File: src/lfd_map.svh
// Purpose: Named offsets, field positions, reset values and timing counts of the LF command decoder
// Assumes: Included by bare name from every file that needs a constant
// Notes: Definitions only
`ifndef LFD_MAP_SVH
`define LFD_MAP_SVH

// Immediate command words
`define LFD_CMD_FAULT_CLEAR 8'h40
`define LFD_CMD_CONFIG 8'h48
`define LFD_CMD_CONFIG_MASK 8'hFC
`define LFD_CMD_HALT 8'h50

// Queued command opcodes (bits 7..5) and the data header pattern (bits 7..4)
`define LFD_OP_SELECT 3'h1
`define LFD_OP_CURRENT 3'h5
`define LFD_OP_CARRIER 3'h4
`define LFD_OP_HEADER 4'h0

// Field positions inside command words
`define LFD_OP_MSB 7
`define LFD_OP_LSB 5
`define LFD_HDR_LSB 4
`define LFD_SEL_SPEED_BIT 4
`define LFD_SEL_DIAG_BIT 3
`define LFD_SEL_GROUP_BIT 2
`define LFD_CFG_IDLE_BIT 1
`define LFD_CFG_EDGE_BIT 0

// Reset values
`define LFD_RST_GROUP 1'h0
`define LFD_RST_INDEX 2'h1
`define LFD_RST_DIAG 1'h0
`define LFD_RST_SPEED 1'h0
`define LFD_RST_STEP 5'h00
`define LFD_RST_SERIAL_IDLE 1'h1
`define LFD_RST_SERIAL_EDGE 1'h1

// Timing: one LF period at 125 kHz, system clock 200 MHz
`define LFD_CLK_PERIOD_NS 5
`define LFD_LF_PERIOD_NS 8000
`define LFD_LF_PERIOD_CYCLES (`LFD_LF_PERIOD_NS / `LFD_CLK_PERIOD_NS)

// LF periods per data bit and per LF (half) bit
`define LFD_BIT_PERIODS_NORMAL 6'h20
`define LFD_BIT_PERIODS_FAST 6'h16
`define LFD_HALF_PERIODS_NORMAL 6'h10
`define LFD_HALF_PERIODS_FAST 6'h0B

// FIFO geometry
`define LFD_FIFO_AW 5
`define LFD_FIFO_DEPTH 32

`endif

File: src/lfd_pkg.sv
// Purpose: Types shared by the LF command decoder files
// Assumes: Used as lfd_pkg::name, never imported
// Notes: Executor states are one-hot
package lfd_pkg;

  typedef enum logic [5:0] {
    LFD_ST_IDLE    = 6'h01,
    LFD_ST_DECODE  = 6'h02,
    LFD_ST_FETCH   = 6'h04,
    LFD_ST_LOAD    = 6'h08,
    LFD_ST_BIT     = 6'h10,
    LFD_ST_CARRIER = 6'h20
  } lfd_state_t;

endpackage

File: src/lfd_mem_if.sv
// Purpose: Write and read ports between the decoder and its FIFO memory
// Assumes: Both ends on clk_i
// Notes: Read data arrive one clock after rd_en
`timescale 1ns/1ps
`include "lfd_map.svh"
interface lfd_mem_if;
  logic wr_en;
  logic [`LFD_FIFO_AW-1:0] wr_addr;
  logic [7:0] wr_data;
  logic rd_en;
  logic [`LFD_FIFO_AW-1:0] rd_addr;
  logic [7:0] rd_data;

  modport ctrl (output wr_en, output wr_addr, output wr_data, output rd_en, output rd_addr, input rd_data);
  modport mem (input wr_en, input wr_addr, input wr_data, input rd_en, input rd_addr, output rd_data);
endinterface

File: src/lfd_fifo_mem.sv
// Purpose: Word storage for the LF data FIFO
// Assumes: Pointers kept by the controller
// Notes: Read data held in a register until the next read
`timescale 1ns/1ps
`include "lfd_map.svh"
module lfd_fifo_mem (
  input wire logic clk_i,
  input wire logic reset_n_i,
  lfd_mem_if.mem port
);

  logic [7:0] words [0:`LFD_FIFO_DEPTH-1];

  // Storage has no reset; only written words are ever read
  always_ff @(posedge clk_i)
  begin
    if (port.wr_en)
    begin
      words[port.wr_addr] <= port.wr_data;
    end
  end

  // Registered read port
  always_ff @(posedge clk_i or negedge reset_n_i)
  begin
    if (!reset_n_i)
      port.rd_data <= 8'h00;
    else if (port.rd_en)
      port.rd_data <= words[port.rd_addr];
  end

endmodule

File: src/lfd_decoder.sv
// Purpose: Serial command decoder and LF driver sequencer
// Assumes: Serial pins and supply status come from outside the clock domain
// Notes: Field changes happen only at LF period boundaries
`timescale 1ns/1ps
`include "lfd_map.svh"
module lfd_decoder (
  input wire logic clk_i,
  input wire logic reset_n_i,
  input wire logic sclk_i,
  input wire logic mosi_i,
  input wire logic cs_n_i,
  input wire logic supplies_valid_i,
  input wire logic driver_fault_i,
  output logic serial_idle_level_select_o,
  output logic serial_sample_edge_select_o,
  output logic lf_speed_select_o,
  output logic diagnosis_enable_o,
  output logic driver_group_select_o,
  output logic [1:0] driver_index_o,
  output logic [4:0] coil_current_step_o,
  output logic coil_plus_line_test_o,
  output logic coil_minus_line_test_o,
  output logic ready_to_drive_flag_o,
  output logic fault_stored_o,
  output logic coil_drive_o,
  output logic modulator_active_o,
  output logic bit_toggle_o,
  output logic fifo_empty_o,
  output logic fifo_full_o
);

  localparam logic [10:0] LF_LAST = 11'(`LFD_LF_PERIOD_CYCLES - 1);

  function automatic logic is_header(input logic [7:0] b);
    is_header = (b[`LFD_OP_MSB:`LFD_HDR_LSB] == `LFD_OP_HEADER);
  endfunction

  function automatic logic is_op(input logic [7:0] b, input logic [2:0] op);
    is_op = (b[`LFD_OP_MSB:`LFD_OP_LSB] == op);
  endfunction

  lfd_mem_if mem_bus ();

  lfd_fifo_mem u_mem (
    .clk_i(clk_i),
    .reset_n_i(reset_n_i),
    .port(mem_bus.mem)
  );

  // Two-stage synchronisers for all pins from outside the clock domain
  logic [3:0] pin_s1;
  logic [3:0] pin_s2;
  logic sclk_d;
  always_ff @(posedge clk_i or negedge reset_n_i)
  begin
    if (!reset_n_i)
    begin
      // Serial clock starts at its reset idle level (high) so no false edge follows reset
      pin_s1 <= 4'hA;
      pin_s2 <= 4'hA;
      sclk_d <= 1'b1;
    end
    else
    begin
      pin_s1 <= {sclk_i, mosi_i, cs_n_i, supplies_valid_i};
      pin_s2 <= pin_s1;
      sclk_d <= pin_s2[3];
    end
  end

  wire sclk_s = pin_s2[3];
  wire mosi_s = pin_s2[2];
  wire cs_n_s = pin_s2[1];
  wire sup_ok = pin_s2[0];

  // Serial sampling edge from the two configuration bits
  logic serial_idle;
  logic serial_edge;
  wire sclk_rise = sclk_s & ~sclk_d;
  wire sclk_fall = ~sclk_s & sclk_d;
  wire sample_on_rise = ~(serial_idle ^ serial_edge);
  wire sample_edge = ~cs_n_s & (sample_on_rise ? sclk_rise : sclk_fall);

  // Shift register; a byte counts only once all eight bits are in
  logic [6:0] rx_shift;
  logic [2:0] rx_bits;
  logic [7:0] rx_byte;
  logic byte_valid;
  always_ff @(posedge clk_i or negedge reset_n_i)
  begin
    if (!reset_n_i)
    begin
      rx_shift <= 7'h00;
      rx_bits <= 3'h0;
      rx_byte <= 8'h00;
      byte_valid <= 1'b0;
    end
    else
    begin
      byte_valid <= 1'b0;
      if (cs_n_s)
        rx_bits <= 3'h0; // Partial word dropped at deselect
      else if (sample_edge)
      begin
        rx_shift <= {rx_shift[5:0], mosi_s};
        rx_bits <= rx_bits + 3'h1;
        if (rx_bits == 3'h7)
        begin
          rx_byte <= {rx_shift, mosi_s};
          byte_valid <= 1'b1;
        end
      end
    end
  end

  // Command classification
  logic [3:0] payload_left;
  logic payload_keep;
  logic ready;
  logic [5:0] wr_ptr;
  logic [5:0] rd_ptr;
  wire in_payload = (payload_left != 4'h0);
  wire cmd_byte = byte_valid & ~in_payload;
  wire rx_queued = is_op(rx_byte, `LFD_OP_SELECT) | is_op(rx_byte, `LFD_OP_CURRENT) |
                   is_op(rx_byte, `LFD_OP_CARRIER) | is_header(rx_byte);
  wire fault_clear_cmd = cmd_byte & (rx_byte == `LFD_CMD_FAULT_CLEAR);
  wire config_cmd = cmd_byte & ((rx_byte & `LFD_CMD_CONFIG_MASK) == `LFD_CMD_CONFIG);
  wire halt_cmd = cmd_byte & (rx_byte == `LFD_CMD_HALT);
  wire fifo_empty = (wr_ptr == rd_ptr);
  wire fifo_full = (wr_ptr[5] != rd_ptr[5]) && (wr_ptr[4:0] == rd_ptr[4:0]);

  // queue driver commands and headers; refused when not ready
  wire fifo_wr = byte_valid & ~fifo_full & ~halt_cmd & (in_payload ? payload_keep : (rx_queued & ready));

  // payload byte counting after a header
  always_ff @(posedge clk_i or negedge reset_n_i)
  begin
    if (!reset_n_i)
    begin
      payload_left <= 4'h0;
      payload_keep <= 1'b0;
    end
    else if (byte_valid && in_payload)
      payload_left <= payload_left - 4'h1;
    else if (cmd_byte && is_header(rx_byte))
    begin
      payload_left <= {1'b0, rx_byte[3:1]} + 4'h1;
      payload_keep <= ready;
    end
  end

  always_ff @(posedge clk_i or negedge reset_n_i)
  begin
    if (!reset_n_i)
    begin
      serial_idle <= `LFD_RST_SERIAL_IDLE;
      serial_edge <= `LFD_RST_SERIAL_EDGE;
    end
    else if (config_cmd)
    begin
      serial_idle <= rx_byte[`LFD_CFG_IDLE_BIT];
      serial_edge <= rx_byte[`LFD_CFG_EDGE_BIT];
    end
  end

  // Executor state
  lfd_pkg::lfd_state_t state;
  lfd_pkg::lfd_state_t next_state;
  logic [4:0] nib_left;
  logic exec_rd;
  wire [7:0] word = mem_bus.rd_data;
  assign exec_rd = ((state == lfd_pkg::LFD_ST_IDLE) | ((state == lfd_pkg::LFD_ST_FETCH) & (nib_left != 5'h00)))
                   & ~fifo_empty & ~halt_cmd;

  // halt flushes the FIFO pointers at once
  always_ff @(posedge clk_i or negedge reset_n_i)
  begin
    if (!reset_n_i)
    begin
      wr_ptr <= 6'h00;
      rd_ptr <= 6'h00;
    end
    else if (halt_cmd)
    begin
      wr_ptr <= 6'h00;
      rd_ptr <= 6'h00;
    end
    else
    begin
      wr_ptr <= wr_ptr + {5'h00, fifo_wr};
      rd_ptr <= rd_ptr + {5'h00, exec_rd};
    end
  end

  assign mem_bus.wr_en = fifo_wr;
  assign mem_bus.wr_addr = wr_ptr[4:0];
  assign mem_bus.wr_data = rx_byte;
  assign mem_bus.rd_en = exec_rd;
  assign mem_bus.rd_addr = rd_ptr[4:0];

  // Fault store, diagnosis lock and ready flag; a new event beats the clear
  logic fault_stored;
  logic diag_lock;
  logic diag_exit;
  wire clear_ok = fault_clear_cmd & sup_ok;
  always_ff @(posedge clk_i or negedge reset_n_i)
  begin
    if (!reset_n_i)
    begin
      fault_stored <= 1'b0;
      diag_lock <= 1'b0;
      ready <= 1'b0;
    end
    else
    begin
      fault_stored <= driver_fault_i | (fault_stored & ~clear_ok);
      // stay out of operation until fault clear
      diag_lock <= diag_exit | (diag_lock & ~clear_ok);
      // ready needs no fault and valid supplies
      ready <= ~fault_stored & ~diag_lock & sup_ok & ~driver_fault_i & ~diag_exit;
    end
  end

  // LF period divider; one tick marks each period boundary
  logic [10:0] lf_cnt;
  wire lf_tick = (lf_cnt == LF_LAST);
  always_ff @(posedge clk_i or negedge reset_n_i)
  begin
    if (!reset_n_i)
      lf_cnt <= 11'h000;
    else
      lf_cnt <= lf_tick ? 11'h000 : lf_cnt + 11'h001;
  end

  // Driver setup registers
  logic speed;
  logic diag;
  logic group;
  logic [1:0] index;
  logic [4:0] step;
  logic [7:0] bit_shift;
  logic [3:0] bits_left;
  logic [5:0] tick_cnt;
  logic [4:0] units_left;
  logic endless;
  logic bit_step;
  wire [5:0] half_periods = speed ? `LFD_HALF_PERIODS_FAST : `LFD_HALF_PERIODS_NORMAL;
  // data bit time sets the carrier unit
  wire [5:0] unit_periods = speed ? `LFD_BIT_PERIODS_FAST : `LFD_BIT_PERIODS_NORMAL;
  wire half_done = lf_tick & (tick_cnt == half_periods - 6'h01);
  wire unit_done = lf_tick & (tick_cnt == unit_periods - 6'h01);
  wire last_nibble = (nib_left == 5'h01);
  wire dec_select = is_op(word, `LFD_OP_SELECT);
  assign diag_exit = (state == lfd_pkg::LFD_ST_DECODE) & dec_select & diag & ~word[`LFD_SEL_DIAG_BIT] & ~halt_cmd;
  assign bit_step = (state == lfd_pkg::LFD_ST_BIT) & half_done;

  // Next-state selection; halt returns to idle from anywhere
  always_comb
  begin
    next_state = state;
    case (state)
      lfd_pkg::LFD_ST_IDLE:
        if (exec_rd)
          next_state = lfd_pkg::LFD_ST_DECODE;
      lfd_pkg::LFD_ST_DECODE:
        if (is_header(word))
          next_state = lfd_pkg::LFD_ST_FETCH;
        else if (is_op(word, `LFD_OP_CARRIER))
          next_state = lfd_pkg::LFD_ST_CARRIER;
        else
          next_state = lfd_pkg::LFD_ST_IDLE;
      lfd_pkg::LFD_ST_FETCH:
        if (nib_left == 5'h00)
          next_state = lfd_pkg::LFD_ST_IDLE;
        else if (exec_rd)
          next_state = lfd_pkg::LFD_ST_LOAD;
      lfd_pkg::LFD_ST_LOAD:
        next_state = lfd_pkg::LFD_ST_BIT;
      lfd_pkg::LFD_ST_BIT:
        if (bit_step && bits_left == 4'h1)
          next_state = lfd_pkg::LFD_ST_FETCH;
      lfd_pkg::LFD_ST_CARRIER:
        if (unit_done && !endless && units_left == 5'h01)
          next_state = lfd_pkg::LFD_ST_IDLE;
      default:
        next_state = lfd_pkg::LFD_ST_IDLE;
    endcase
    if (halt_cmd)
      next_state = lfd_pkg::LFD_ST_IDLE;
  end

  always_ff @(posedge clk_i or negedge reset_n_i)
  begin
    if (!reset_n_i)
      state <= lfd_pkg::LFD_ST_IDLE;
    else
      state <= next_state;
  end

  // queued commands take effect when they leave the FIFO, in order
  always_ff @(posedge clk_i or negedge reset_n_i)
  begin
    if (!reset_n_i)
    begin
      // channel 1, diagnosis off, normal speed
      group <= `LFD_RST_GROUP;
      index <= `LFD_RST_INDEX;
      diag <= `LFD_RST_DIAG;
      speed <= `LFD_RST_SPEED;
      step <= `LFD_RST_STEP;
    end
    else if (state == lfd_pkg::LFD_ST_DECODE && !halt_cmd)
    begin
      if (dec_select)
      begin
        speed <= word[`LFD_SEL_SPEED_BIT];
        diag <= word[`LFD_SEL_DIAG_BIT];
        group <= word[`LFD_SEL_GROUP_BIT];
        index <= word[1:0];
      end
      if (is_op(word, `LFD_OP_CURRENT))
        step <= word[4:0];
    end
  end

  // Data and carrier sequencing counters
  always_ff @(posedge clk_i or negedge reset_n_i)
  begin
    if (!reset_n_i)
    begin
      nib_left <= 5'h00;
      bit_shift <= 8'h00;
      bits_left <= 4'h0;
      tick_cnt <= 6'h00;
      units_left <= 5'h00;
      endless <= 1'b0;
    end
    else
    begin
      case (state)
        lfd_pkg::LFD_ST_DECODE:
        begin
          // nibble count is field plus one
          nib_left <= {1'b0, word[3:0]} + 5'h01;
          // carrier length in bit times, zero is endless
          units_left <= word[4:0];
          endless <= (word[4:0] == 5'h00);
          tick_cnt <= 6'h00;
        end
        lfd_pkg::LFD_ST_LOAD:
        begin
          // Odd tail carries its nibble in the low bits
          bit_shift <= last_nibble ? {word[3:0], 4'h0} : word;
          bits_left <= last_nibble ? 4'h4 : 4'h8;
          nib_left <= last_nibble ? 5'h00 : nib_left - 5'h02;
          tick_cnt <= 6'h00;
        end
        lfd_pkg::LFD_ST_BIT:
          if (lf_tick)
          begin
            tick_cnt <= half_done ? 6'h00 : tick_cnt + 6'h01;
            if (half_done)
            begin
              bit_shift <= {bit_shift[6:0], 1'b0};
              bits_left <= bits_left - 4'h1;
            end
          end
        lfd_pkg::LFD_ST_CARRIER:
          if (lf_tick)
          begin
            tick_cnt <= unit_done ? 6'h00 : tick_cnt + 6'h01;
            if (unit_done && !endless)
              units_left <= units_left - 5'h01;
          end
        default:
          tick_cnt <= tick_cnt;
      endcase
    end
  end

  // Field enable, modulator active and bit toggle move only on period ticks.
  // The byte fetch gap between data bytes is hidden this way, at the cost
  // of starting each transfer up to one period late.
  wire drive_allowed = ~diag & ready;
  wire sending = (state == lfd_pkg::LFD_ST_BIT) | (state == lfd_pkg::LFD_ST_CARRIER) |
                 (state == lfd_pkg::LFD_ST_LOAD) | ((state == lfd_pkg::LFD_ST_FETCH) & (nib_left != 5'h00));
  wire field_src = (state == lfd_pkg::LFD_ST_CARRIER) | ((state == lfd_pkg::LFD_ST_BIT) & bit_shift[7]);
  always_ff @(posedge clk_i or negedge reset_n_i)
  begin
    if (!reset_n_i)
    begin
      coil_drive_o <= 1'b0;
      modulator_active_o <= 1'b0;
      bit_toggle_o <= 1'b0;
    end
    else if (lf_tick)
    begin
      // stop only at period boundary; diagnosis blocks LF
      coil_drive_o <= field_src & drive_allowed;
      modulator_active_o <= sending & drive_allowed;
      bit_toggle_o <= bit_toggle_o ^ bit_step;
    end
  end

  // Registered setup and status outputs
  always_ff @(posedge clk_i or negedge reset_n_i)
  begin
    if (!reset_n_i)
    begin
      coil_plus_line_test_o <= 1'b0;
      coil_minus_line_test_o <= 1'b0;
      fifo_empty_o <= 1'b1;
      fifo_full_o <= 1'b0;
    end
    else
    begin
      // diagnosis test switches from step bits
      coil_plus_line_test_o <= diag & step[0];
      coil_minus_line_test_o <= diag & step[1];
      fifo_empty_o <= fifo_empty;
      fifo_full_o <= fifo_full;
    end
  end

  assign serial_idle_level_select_o = serial_idle;
  assign serial_sample_edge_select_o = serial_edge;
  assign lf_speed_select_o = speed;
  assign diagnosis_enable_o = diag;
  assign driver_group_select_o = group;
  assign driver_index_o = index;
  assign coil_current_step_o = step;
  assign ready_to_drive_flag_o = ready;
  assign fault_stored_o = fault_stored;

endmodule

File: config.mk
export PLATFORM = sky130hd
export DESIGN_NAME = lfd_decoder
export DESIGN_NICKNAME = d
export VERILOG_FILES = /design/src/lfd_pkg.sv /design/src/lfd_mem_if.sv /design/src/lfd_fifo_mem.sv /design/src/lfd_decoder.sv
export VERILOG_INCLUDE_DIRS = /design/src /design/src/src
export SDC_FILE = /design/constraint.sdc
export NUM_CORES = 1
export LEC_CHECK = 0
export BUFFER_PORTS_ARGS = -buffer_cell sky130_fd_sc_hd__clkbuf_2
export CAP_MARGIN = 20
export CORE_UTILIZATION = 55
export DETAILED_ROUTE_END_ITERATION = 12
export HOLD_SLACK_MARGIN = 0.1
export PLACE_DENSITY_LB_ADDON = 0.3
export SLEW_MARGIN = 40
export SYNTH_ARGS = -nofsm -noshare
export SYNTH_HDL_FRONTEND = slang
export SYNTH_SLANG_ARGS = --single-unit
File: constraint.sdc
create_clock -name clk_i -period 3.05 [get_ports clk_i]
set_input_delay 0.1525 -clock clk_i [delete_from_list [all_inputs] [get_ports clk_i]]
set_output_delay 0.1525 -clock clk_i [all_outputs]
set_load 0.1 [all_outputs]
==> reports/metrics.csv <==
stage;metric;value;unit
finish;syn2layout_area_growth;14.0;%
yosys;syn_area_per_cell;14.9;um^2
cts;cts_buffer_depth;3;
run;cap_violations;0;
power;powerDensity;578;nW/um^2
status;status;completed;
global_route;overflow;0;
global_route;track_usage;23.9;%
floorplan;coreArea;27900;um^2
cts;clk_pin_slew;60;ps
yosys;synth_top_area_share;48.8;%
global_route;grt_pass1_vias;9373;
worst_setup_path;cp-end-kind;flop;
sta;fin_crit;2880;ps
sta;min_period_over_period;94.6;%
detailed_routing;drtIter0Drc;810;
floorplan;die_h;171;um
detailed_routing;wirelength;33.0;mm
placement;port_buffers;27;
sta;grt_setup_unrepaired;true;
floorplan;dieArea;29300;um^2
detailed_routing;antenna_left;0;
worst_setup_path;cp_max_fo;8;
yosys;synth-seq-cells;377;
power;p_leak;6.25;nW
yosys;seq_area_frac_synth;68.2;%
yosys;synth_nets;1083;
worst_setup_path;critPathKind;reg -> reg;
finish;drive_gt1_share;19.3;%
worst_setup_path;max_stage_delay;500;ps
sta;max-slew-margin-rel;51.9;%
yosys;synth_cell_types;69;
cts;post_cts_buffers;0;
detailed_routing;drc;0;
sta;hold_violations;0;
worst_setup_path;startpoint_type;flop;
worst_setup_path;path_cells;inv_1 > ha_1 > nor3b_1 > mux2i_1 > nor3b_2 > nand3_1 > nor2_1 > buf_4;
power;ir_drop;0.691;mV
cts;clk_latency;530;ps
global_route;antenna_found_initial;0;
placement;hpwl;20.8;mm
yosys;yosys_warnings;0;
cts;htreeDepth;2;
yosys;syn_area;15700;um^2
yosys;synth_edf_count;256;
floorplan;rows;61;
floorplan;start_util;56.3;%
sta;setup_violations;0;
yosys;synthFlopType;edfxtp_1;
detailed_routing;drt-pass1-iter-count;5;
global_route;grt_pass1_wl;52.7;mm
yosys;syn_inst;1058;
yosys;ys_async_sr_fraction;32.1;%
finish;design_area;17900;um^2
finish;final_nets;1165;
floorplan;ioPinCount;28;
placement;place_congestion;0.866;
global_route;grt_max_degree;75;
cts;cts_buffers;38;
worst_setup_path;slowest_stage;nand3_1;
worst_setup_path;rr_worst_depth;8;
detailed_routing;viasPerCell;5.94;
sta;fmax;0.347;GHz
sta;final-max-slew-violation-count;0;
yosys;synth_area_leaders;edfxtp_1 49%, dfrtp_1 18%, mux2i_1 4.6%;
hold_path;hold_path_class;in -> async;
sta;tightestPinTransition;721;ps
finish;antenna_cells;0;
sta;whs;148;ps
detailed_routing;wire_per_inst;21.4;um
cts;cts.sink_count;377;
sta;fin_skew;19.7;ps
yosys;yosys.area.top_type;edfxtp_1;
detailed_routing;num_vias;9195;
floorplan;die_w;171;um
worst_setup_path;crit_required;3270;ps
cts;cts-root-buf;clkbuf_16;
worst_setup_path;cp.arrival;3100;ps
cts;tritoncts;built;
placement;place_area;16600;um^2
-- cell type report --
type	instances	area [um^2]
clock inverter	15	170
fill	2044	10000
multi-input combinational	609	4720
sequential	377	10700
inverter	20	75.1
clock buffer	54	1060
timing repair buffer	94	706
tap	378	473
-- where the power goes --
group          internal (mW)  switching, mW  leakage [nW]
Sequential              5.49          0.109          3.67
Combinational          0.107          0.107          1.97
Clock                   2.70           1.86         0.607
Total                   8.29           2.08          6.25
-- repair_timing --
action                                  CTS  global route
endpoints found under the setup margin    0            72
endpoints found under the hold margin    89             0
hold buffers                              6             0
gates resized for setup                   0             1
-- synthesized netlist by cell type (all sizes together) (20+ instances only) --
master / number
edfxtp: 256
buf: 20
nand3: 31
dfrtp: 111
nand2: 50
clkbuf: 32
mux2: 27
a221oi: 25
a21oi: 25
mux2i: 72
o21ai: 57
nor2: 83
mux4: 32
-- path summary, 6_finish.rpt --
path                                             startpoint                            to  slack, ps
worst max-delay path            payload_left[0]$_DFFE_PN0P_  u_mem.words[23][6]$_DFFE_PP_        170
worst min-delay path                              reset_n_i      bit_toggle_o$_DFFE_PN0N_        150
worst max register to register  payload_left[0]$_DFFE_PN0P_  u_mem.words[23][6]$_DFFE_PP_        170
worst min register to register          pin_s1[2]$_DFF_PN0_           pin_s2[2]$_DFF_PN0_        350
max in group asynchronous                         reset_n_i        fifo_empty_o$_DFF_PN1_       2060
min in group clk_i                                   sclk_i           pin_s1[3]$_DFF_PN1_        270
-- sequential cells by signal, summed over array words and instances, names as in the netlist, 6 cells and up --
| signal | count |
|---|---|
| lf_cnt | 11 |
| tick_cnt | 6 |
| rd_ptr | 6 |
| mem_bus.wr_data | 8 |
| wr_ptr | 6 |
| u_mem.words | 256 |
| rx_shift | 7 |
| state | 6 |
| u_mem.port.rd_data | 8 |
| bit_shift | 8 |
-- metrics by stage --
stage / instances / total power [mW] / util [%] / setup slack [ps] / TNS, ps
global placement: 1472 / 5.90 / 59.6 / 333 / 0
CTS: 1547 / 10.4 / 64.2 / 181 / 0
floorplan: 1058 / 5.80 / - / 221 / 0
global route: 1547 / 10.7 / 64.2 / -22.8 / -171
finish: 1547 / 10.4 / 64.2 / 166 / 0
detailed placement: 1472 / 5.91 / 59.6 / 175 / 0
-- layer usage --
| layer | vias to the layer above | wire, um | track usage, % |
|---|---|---|---|
| met5 | - | 0 | 0 |
| met4 | 0 | 883 | 8.54 |
| met3 | 59 | 1930 | 3.87 |
| met2 | 296 | 15500 | 36.9 |
| met1 | 4631 | 14700 | 34.5 |
| li1 | 4209 | - | - |
-- critical path: cells and delay by family (launching register included) --
kind,cells,cell delay [ps]
muxes,1,160
DFF,1,360
and+or+nand+nor,4,1490
buffers and inverters,2,370
adders and majority gates,1,190
-- cell families (layout without fill, tap and decap cells) --
kind of cell    count (synthesis)  after routing  share of synthesized area, %
compound gates                174            174                          7.47
mux                           131            131                          11.1
xor+xnor                       28             28                          1.56
buf+inv                        72            183                          1.88
flops                         377            377                          68.2
simple gates                  258            258                          8.42
fa+ha+maj                      18             18                          1.43
-- placed cells by master, fill, tap and decap left out, drive strengths merged, types with 6 or more instances in the layout --
cell / netlist / layout
edfxtp: 256 / 256
o22ai: 8 / 8
o221ai: 10 / 10
xor2: 19 / 19
nand3: 31 / 31
xnor2: 9 / 9
clkbuf: 32 / 80
dlygate4sd3: 0 / 6
o21ai: 57 / 57
and2: 14 / 14
dfstp: 10 / 10
a221oi: 25 / 25
a22oi: 17 / 17
ha: 18 / 18
nand2: 50 / 50
clkinv: 1 / 13
a21oi: 25 / 25
nand3b: 10 / 10
dfrtp: 111 / 111
mux2: 27 / 27
nand2b: 14 / 14
inv: 19 / 19
buf: 20 / 62
mux2i: 72 / 72
mux4: 32 / 32
a211oi: 9 / 9
nor3: 11 / 11
nor2: 83 / 83
Power figures use the tool's default switching activity.
